===== src/design/reset_wake_pkg.sv =====
// constants for the reset and wake-up register initialisation block
// Notes on behaviour
// - three event classes, each with own initial values
// - interrupt wake with enable set pushes PC
// - interrupt wake with enable loads priority vector
// - every wake-up sets a recorded source flag
// - port bits 6,7 live only when oscillator frees
// - unimplemented bit positions always read zero
package reset_wake_pkg;
  localparam int PC_W = 21;
  localparam int SP_W = 5;
  localparam logic [PC_W-1:0] RESET_VECTOR = 21'h000000;
  localparam logic [PC_W-1:0] HIGH_VECTOR = 21'h000008;
  localparam logic [PC_W-1:0] LOW_VECTOR = 21'h000018;
  localparam logic [SP_W-1:0] SP_RESET = 5'h00;
  localparam logic [SP_W-1:0] SP_LAST = 5'h1f;
  localparam logic [7:0] PORT_LOW_MASK = 8'h3f;
  localparam logic [7:0] PORT_RESET = 8'h00;
  localparam logic [7:0] DIR_RESET = 8'hff;
  localparam logic [2:0] FLAG_RESET = 3'h0;
  localparam int FLAG_WDT = 0;
  localparam int FLAG_HIGH = 1;
  localparam int FLAG_LOW = 2;
  typedef enum logic [1:0] {
    EV_NONE, EV_COLD, EV_WARM, EV_WAKE
  } event_class_t;
endpackage : reset_wake_pkg


===== src/design/reset_wake_register_init.sv =====
// applies initial register state for each reset or wake-up event
`timescale 1ns/1ps
`default_nettype none
module reset_wake_register_init
  import reset_wake_pkg::*;
(
  input wire logic clk_sys, // core clock
  input wire logic rst_n, // async reset, active low
  input wire logic power_on_event, // power-on or brown-out pulse
  input wire logic external_reset_pin_event, // pin reset pulse
  input wire logic watchdog_timer_reset, // watchdog reset pulse
  input wire logic reset_instr_event, // reset instruction pulse
  input wire logic stack_reset_event, // stack fault reset pulse
  input wire logic config_mismatch_event, // mismatch reset pulse
  input wire logic watchdog_timer_wake, // watchdog wake from sleep
  input wire logic irq_wake_high, // high-priority source wake
  input wire logic irq_wake_low, // low-priority source wake
  input wire logic high_global_irq_enable, // high global enable
  input wire logic low_global_irq_enable, // low global enable
  input wire logic osc_frees_upper, // oscillator frees port bits 6,7
  input wire logic [PC_W-1:0] pc_in, // current program counter
  input wire logic [SP_W-1:0] sp_in, // current stack pointer
  input wire logic latch_we, // core write to port latch
  input wire logic [7:0] latch_wdata, // latch write data
  input wire logic dir_we, // core write to port direction
  input wire logic [7:0] dir_wdata, // direction write data
  input wire logic [7:0] pin_level, // sampled port pin levels
  input wire logic flag_clear, // clears the wake source flags
  output logic pc_load, // pulse: load pc_out into PC
  output logic [PC_W-1:0] pc_out, // value for PC
  output logic stack_we, // pulse: write stack_top at return_stack_pointer
  output logic [7:0] stack_top_upper, // pushed PC upper byte
  output logic [7:0] stack_top_high, // pushed PC high byte
  output logic [7:0] stack_top_low, // pushed PC low byte
  output logic [SP_W-1:0] return_stack_pointer, // stack pointer value
  output logic sp_load, // pulse: load return_stack_pointer
  output logic [2:0] irq_flag_regs, // wake source flags
  output logic [7:0] first_port_pins, // port pin read value
  output logic [7:0] first_port_latch, // port latch read value
  output logic [7:0] first_port_direction, // port direction value
  output event_class_t last_event // class of most recent event
);
  event_class_t ev;
  event_class_t next_last_event;
  logic cold;
  logic warm;
  logic wake;
  logic irq_wake;
  logic any_enable;
  logic reset_class;
  logic vec_wake;
  wire [7:0] mask;
  logic next_pc_load;
  logic [PC_W-1:0] next_pc_out;
  logic next_stack_we;
  logic next_sp_load;
  logic [SP_W-1:0] next_sp;
  logic [SP_W-1:0] sp_pushed;
  logic [23:0] pushed_word;
  logic [7:0] next_tos_upper;
  logic [7:0] next_tos_high;
  logic [7:0] next_tos_low;
  logic [2:0] next_flags;
  logic [7:0] next_latch;
  logic [7:0] next_dir;
  logic [7:0] next_pins;

  assign cold = power_on_event;
  assign warm = external_reset_pin_event | watchdog_timer_reset |
                reset_instr_event | stack_reset_event |
                config_mismatch_event;
  assign irq_wake = irq_wake_high | irq_wake_low;
  assign wake = watchdog_timer_wake | irq_wake;
  // cold outranks warm outranks wake when several arrive together
  assign ev = cold ? EV_COLD : warm ? EV_WARM : wake ? EV_WAKE : EV_NONE;
  assign reset_class = (ev == EV_COLD) || (ev == EV_WARM);
  assign any_enable = high_global_irq_enable | low_global_irq_enable;
  // with both enables clear a wake only records its source
  assign vec_wake = (ev == EV_WAKE) && irq_wake && any_enable;

  // bits 6 and 7 live only when the oscillator frees their pins
  for (genvar b = 0; b < 8; b++) begin : g_mask_bit
    assign mask[b] = PORT_LOW_MASK[b] | osc_frees_upper;
  end

  // class of the most recent event, held until the next one
  always_comb begin
    next_last_event = last_event;
    if (ev != EV_NONE) begin
      next_last_event = ev;
    end
  end

  always_ff @(posedge clk_sys or negedge rst_n) begin
    if (!rst_n) begin
      last_event <= EV_NONE;
    end else begin
      last_event <= next_last_event;
    end
  end

  always_comb begin
    next_pc_load = 1'b0;
    next_pc_out = pc_out;
    if (reset_class) begin
      next_pc_load = 1'b1;
      next_pc_out = RESET_VECTOR;
    end else if (vec_wake) begin
      next_pc_load = 1'b1;
      // a high source wins the vector when both wake together
      next_pc_out = irq_wake_high ? HIGH_VECTOR : LOW_VECTOR;
    end
  end

  always_ff @(posedge clk_sys or negedge rst_n) begin
    if (!rst_n) begin
      pc_load <= 1'b0;
      pc_out <= RESET_VECTOR;
    end else begin
      pc_load <= next_pc_load;
      pc_out <= next_pc_out;
    end
  end

  // saturate at the last entry; overflow status belongs to the stack
  assign sp_pushed = (sp_in == SP_LAST) ? SP_LAST : sp_in + 5'h01;
  // pc is narrower than three stack bytes; spare upper bits stay zero
  assign pushed_word = {3'h0, pc_in};

  always_comb begin
    next_stack_we = 1'b0;
    next_sp_load = 1'b0;
    next_sp = return_stack_pointer;
    next_tos_upper = stack_top_upper;
    next_tos_high = stack_top_high;
    next_tos_low = stack_top_low;
    if (reset_class) begin
      next_sp_load = 1'b1;
      next_sp = SP_RESET;
    end else if (vec_wake) begin
      next_stack_we = 1'b1;
      next_sp_load = 1'b1;
      next_sp = sp_pushed;
      next_tos_upper = pushed_word[23:16];
      next_tos_high = pushed_word[15:8];
      next_tos_low = pushed_word[7:0];
    end
  end

  always_ff @(posedge clk_sys or negedge rst_n) begin
    if (!rst_n) begin
      stack_we <= 1'b0;
      sp_load <= 1'b0;
      return_stack_pointer <= SP_RESET;
      stack_top_upper <= 8'h00;
      stack_top_high <= 8'h00;
      stack_top_low <= 8'h00;
    end else begin
      stack_we <= next_stack_we;
      sp_load <= next_sp_load;
      return_stack_pointer <= next_sp;
      stack_top_upper <= next_tos_upper;
      stack_top_high <= next_tos_high;
      stack_top_low <= next_tos_low;
    end
  end

  always_comb begin
    next_flags = irq_flag_regs;
    if (flag_clear) begin
      next_flags = FLAG_RESET;
    end
    // a source arriving with the clear still sets its bit
    if (reset_class) begin
      next_flags = FLAG_RESET;
    end else if (ev == EV_WAKE) begin
      if (watchdog_timer_wake) begin
        next_flags[FLAG_WDT] = 1'b1;
      end
      if (irq_wake_high) begin
        next_flags[FLAG_HIGH] = 1'b1;
      end
      if (irq_wake_low) begin
        next_flags[FLAG_LOW] = 1'b1;
      end
    end
  end

  always_ff @(posedge clk_sys or negedge rst_n) begin
    if (!rst_n) begin
      irq_flag_regs <= FLAG_RESET;
    end else begin
      irq_flag_regs <= next_flags;
    end
  end

  // ports hold across sleep; only core writes change them then
  always_comb begin
    next_latch = first_port_latch;
    next_dir = first_port_direction;
    if (latch_we) begin
      next_latch = latch_wdata;
    end
    if (dir_we) begin
      next_dir = dir_wdata;
    end
    case (ev)
      EV_COLD: begin
        next_latch = PORT_RESET;
        next_dir = DIR_RESET;
      end
      EV_WARM: begin
        // the latch survives a warm reset, the direction does not
        next_dir = DIR_RESET;
      end
      default: begin
      end
    endcase
    next_latch = next_latch & mask;
    next_dir = next_dir & mask;
    next_pins = pin_level & mask;
  end

  always_ff @(posedge clk_sys or negedge rst_n) begin
    if (!rst_n) begin
      first_port_latch <= PORT_RESET;
      // reset value comes up without the upper pins
      first_port_direction <= DIR_RESET & PORT_LOW_MASK;
      first_port_pins <= PORT_RESET;
    end else begin
      first_port_latch <= next_latch;
      first_port_direction <= next_dir;
      first_port_pins <= next_pins;
    end
  end
endmodule : reset_wake_register_init
`default_nettype wire


===== config.mk =====
export PLATFORM = sky130hd
export DESIGN_NAME = reset_wake_register_init
export DESIGN_NICKNAME = d
export VERILOG_FILES = /design/src/design/reset_wake_pkg.sv /design/src/design/reset_wake_register_init.sv
export SDC_FILE = /design/constraint.sdc
export NUM_CORES = 1
export LEC_CHECK = 0
export BUFFER_PORTS_ARGS = -buffer_cell sky130_fd_sc_hd__buf_2
export CORE_MARGIN = 3
export CORE_UTILIZATION = 39
export CTS_CLUSTER_SIZE = 10
export DETAILED_ROUTE_END_ITERATION = 8
export PLACE_DENSITY = 0.76
export REMOVE_ABC_BUFFERS = 1
export SYNTH_ARGS = -nofsm -noshare
export SYNTH_HDL_FRONTEND = slang
export SYNTH_SLANG_ARGS = --single-unit

===== constraint.sdc =====
create_clock -name clk_sys -period 0.8 [get_ports clk_sys]
set_input_delay 0.12 -clock clk_sys [delete_from_list [all_inputs] [get_ports clk_sys]]
set_output_delay 0.12 -clock clk_sys [all_outputs]
set_load 0.02 [all_outputs]

==> impl_metrics.ini <==
[timing]
finalHoldViolations = 0
fin_crit_sh = 2.60
clock.fmax_ghz = 0.482
fin_setup_tns_ns = -60.30
rsz0062_at_grt = true
setup_viol = 111
fin_crit_ns = 2.08
drv_slew = 0
holdWs_ns = 0.000566
fin_skew_ns = 0
finalWorstSetupSlack_ns = -1.28

[logic_synthesis]
ys_ff_latch = 59
yosysWarnings = 0
ys_seq_area_frac = 0.590
syn_area_per_cell_um2 = 13.3
postSynthCellCount = 189
ys_types = 35
synth_area_um2 = 2520

[status]
status = finished with violations
violations = setup timing

[power_and_ir_drop]
switchingPower_mw = 2.96
power_density_nw_per_um2 = 2130
switching_share = 0.309
combinationalPowerShare = 0.350
ir_drop_mv = 1.60
internal_power_mw = 6.63
seqPwrFrac = 0.399
pwr-share-clk = 0.252
power.leakage_nw = 2.27

[finish]
register_area_um2 = 1480
multi_input_area_um2 = 1080
final_util = 0.738
area.growth.synth_to_final_pct = 78.8
final_nets = 451
antenna_cells = 0
fillCellCount = 371
drive_gt1_frac = 0.631

[die]
die_area_um2 = 7450
fp-row-count = 28
core_region_area_um2 = 6100
die_y_um = 86.3
pin_count = 149
die_w_um = 86.3
initial_utilization = 0.413

[drt]
ant_nets = 0
wire_per_inst_um = 16.5
vias = 2159
drt_pass1_iterations = 6
drt-vias-per-instance = 4.69
drt-initial-drc-count = 53
drc = 0
finalWirelength_um = 7580

[global_routing]
grt_use_total = 0.205
grt_pass1_wl_um = 11600
grt_overflow = 0
grt_antenna_before_repair = 0
grt_pass1_vias = 2286
grt_max_degree = 32

[clock_network]
cts_tree = yes
clkSlewWorstSetupHoldPaths_ns = 0.07
h-tree-depth = 3
cts_buffers = 9
insertion_delay_ns = 0.32
clkSinkCount = 59
cts_root_buf = clkbuf_8
cts_buffer_depth = 2
cts-hold-fix-buffers = 10

[critical_path]
start_kind = primary input
critPathKind = primary input to flop
crit_path_max_incr_delay_ns = 0.56
crit_fanout = 11
crit_path_end_kind = flop
critPathSlowestCell = or4_4
crit_arrival_ns = 2.28
cp_data_required_time_ns = 1.01
crit_chain = buf_6 -> or4_4 -> o31ai_4 -> ha_2 -> o221ai_2 -> or2_4 -> inv_6 -> clkbuf_16 -> mux2_1

[min_path]
hold_path_class = primary input to flop

[flow_run]
cap_violations = 0

[placement]
gp_congestion = 0.735
io_buffers = 126
dp_hpwl_um = 4490
-- cells in the final DEF (no fill, tap or decap), types with 7 or more instances in the layout --
cell type and count:
dfrtp_1 53, dlygate4sd3_1 10, mux2_4 15, nor2_1 8, clkbuf_8 11, mux2i_1 8, mux2_1 7, buf_2 65
conb_1 22, buf_4 35, nor2b_1 7, buf_6 69
-- area by class of cell --
class | count | area share
clock buffer | 13 | 0.0353
clock inverter | 3 | 0.00334
inverter | 7 | 0.00695
multi-input combinational | 116 | 0.241
sequential | 59 | 0.330
tap | 75 | 0.0209
timing repair buffer | 187 | 0.363
-- flip-flops by register name, summed over array words and instances (netlist names) --
name                  flops
first_port_pins           8
pc_out                    2
first_port_latch          8
stack_top_upper           5
stack_top_low             8
sp_load                   1
return_stack_pointer      5
first_port_direction      8
stack_we                  1
irq_flag_regs             3
last_event                2
stack_top_high            8
-- routing by layer --
metal | global-route usage | wire [um]
met5 | 0 | 0
met2 | 0.355 | 3810
met3 | 0.0722 | 781
met1 | 0.231 | 2880
met4 | 0.0807 | 110
-- critical path, delay by kind of cell --
family / cells / cell delay, ns
buffers and inverters: 3 / 0.34
and+or+nand+nor: 2 / 0.82
adders and majority gates: 1 / 0.25
AOI/OAI and AO/OA: 2 / 0.42
muxes: 1 / 0.32
-- power groups by stage --
| stage | registers [mW] | clock network, mW | logic, mW |
|---|---|---|---|
| 6_report | 3.82 | 2.42 | 3.35 |
| 5_1_grt | 3.88 | 2.65 | 3.55 |
| 4_1_cts | 3.79 | 2.44 | 2.99 |
| 3_5_place_dp | 3.72 | 0 | 2.14 |
| 3_3_place_gp | 3.72 | 0 | 2.08 |
| 2_1_floorplan | 4.31 | 0 | 0.565 |
-- logic make-up after synthesis --
group / share of synthesized area
fa+ha+maj: 0.0199
compound gates: 0.0845
simple gates: 0.0691
mux: 0.139
other cells: 0.00149
buf+inv: 0.0925
xor+xnor: 0.00348
flops: 0.590
-- synth_stat cells (all sizes together) --
cell type	instances	area share
dfrtp	53	0.53
buf	25	0.078
mux2	24	0.11
nor2	12	0.018
nor2b	9	0.022
mux2i	8	0.032
inv	7	0.010
a211o	6	0.021
dfstp	6	0.063
ha	4	0.020
o2bb2ai	4	0.014
a22oi	3	0.0090
clkbuf	3	0.0045
nor3	3	0.0060
a31oi	2	0.0050
and2	2	0.0050
o21a	2	0.0060
o31ai	2	0.0099
a21boi	1	0.0030
a21oi	1	0.0020
a22o	1	0.0035
a41oi	1	0.0035
and4	1	0.0035
conb	1	0.0015
nand2	1	0.0015
nand2b	1	0.0025
o21ai	1	0.0020
o221ai	1	0.0060
or2	1	0.0035
or3	1	0.0025
or4	1	0.0045
xor2	1	0.0035
-- timing repair --
item / 4_1_cts / 5_1_grt
endpoints found under the setup margin: 111 / 111
resized for setup: 151 / 37
hold endpoints to repair: 75 / 5
gates cloned: 1 / 2
buffers inserted: 14 / 19
pin swaps: 8 / 8
-- metrics by stage --
stage	total power, mW	std cells	instance area [um2]	setup slack [ns]
final	9.59	460	4500	-1.28
after detailed placement	5.86	404	3310	-1.64
after floorplan	4.88	182	2390	-1.76
after global routing	10.1	460	4500	-1.29
after global placement	5.80	404	3310	-1.60
after CTS	9.22	445	4230	-1.23
-- worst paths after layout --
path,from,end,slack [ns],depth (start not counted)
setup / recovery,stack_reset_event,stack_top_low[6],-1.28,9
hold / removal,pc_in[9],stack_top_high[1],0.0006,2
setup reg to reg,first_port_direction[6],first_port_direction[6],-0.16,2
hold reg to reg,stack_top_high[5],stack_top_high[5],0.51,1
max in group asynchronous,rst_n,first_port_direction[0],0.21,3
min in group asynchronous,rst_n,last_event[0],0.35,3
No activity file was read; power rests on OpenSTA's default activity.
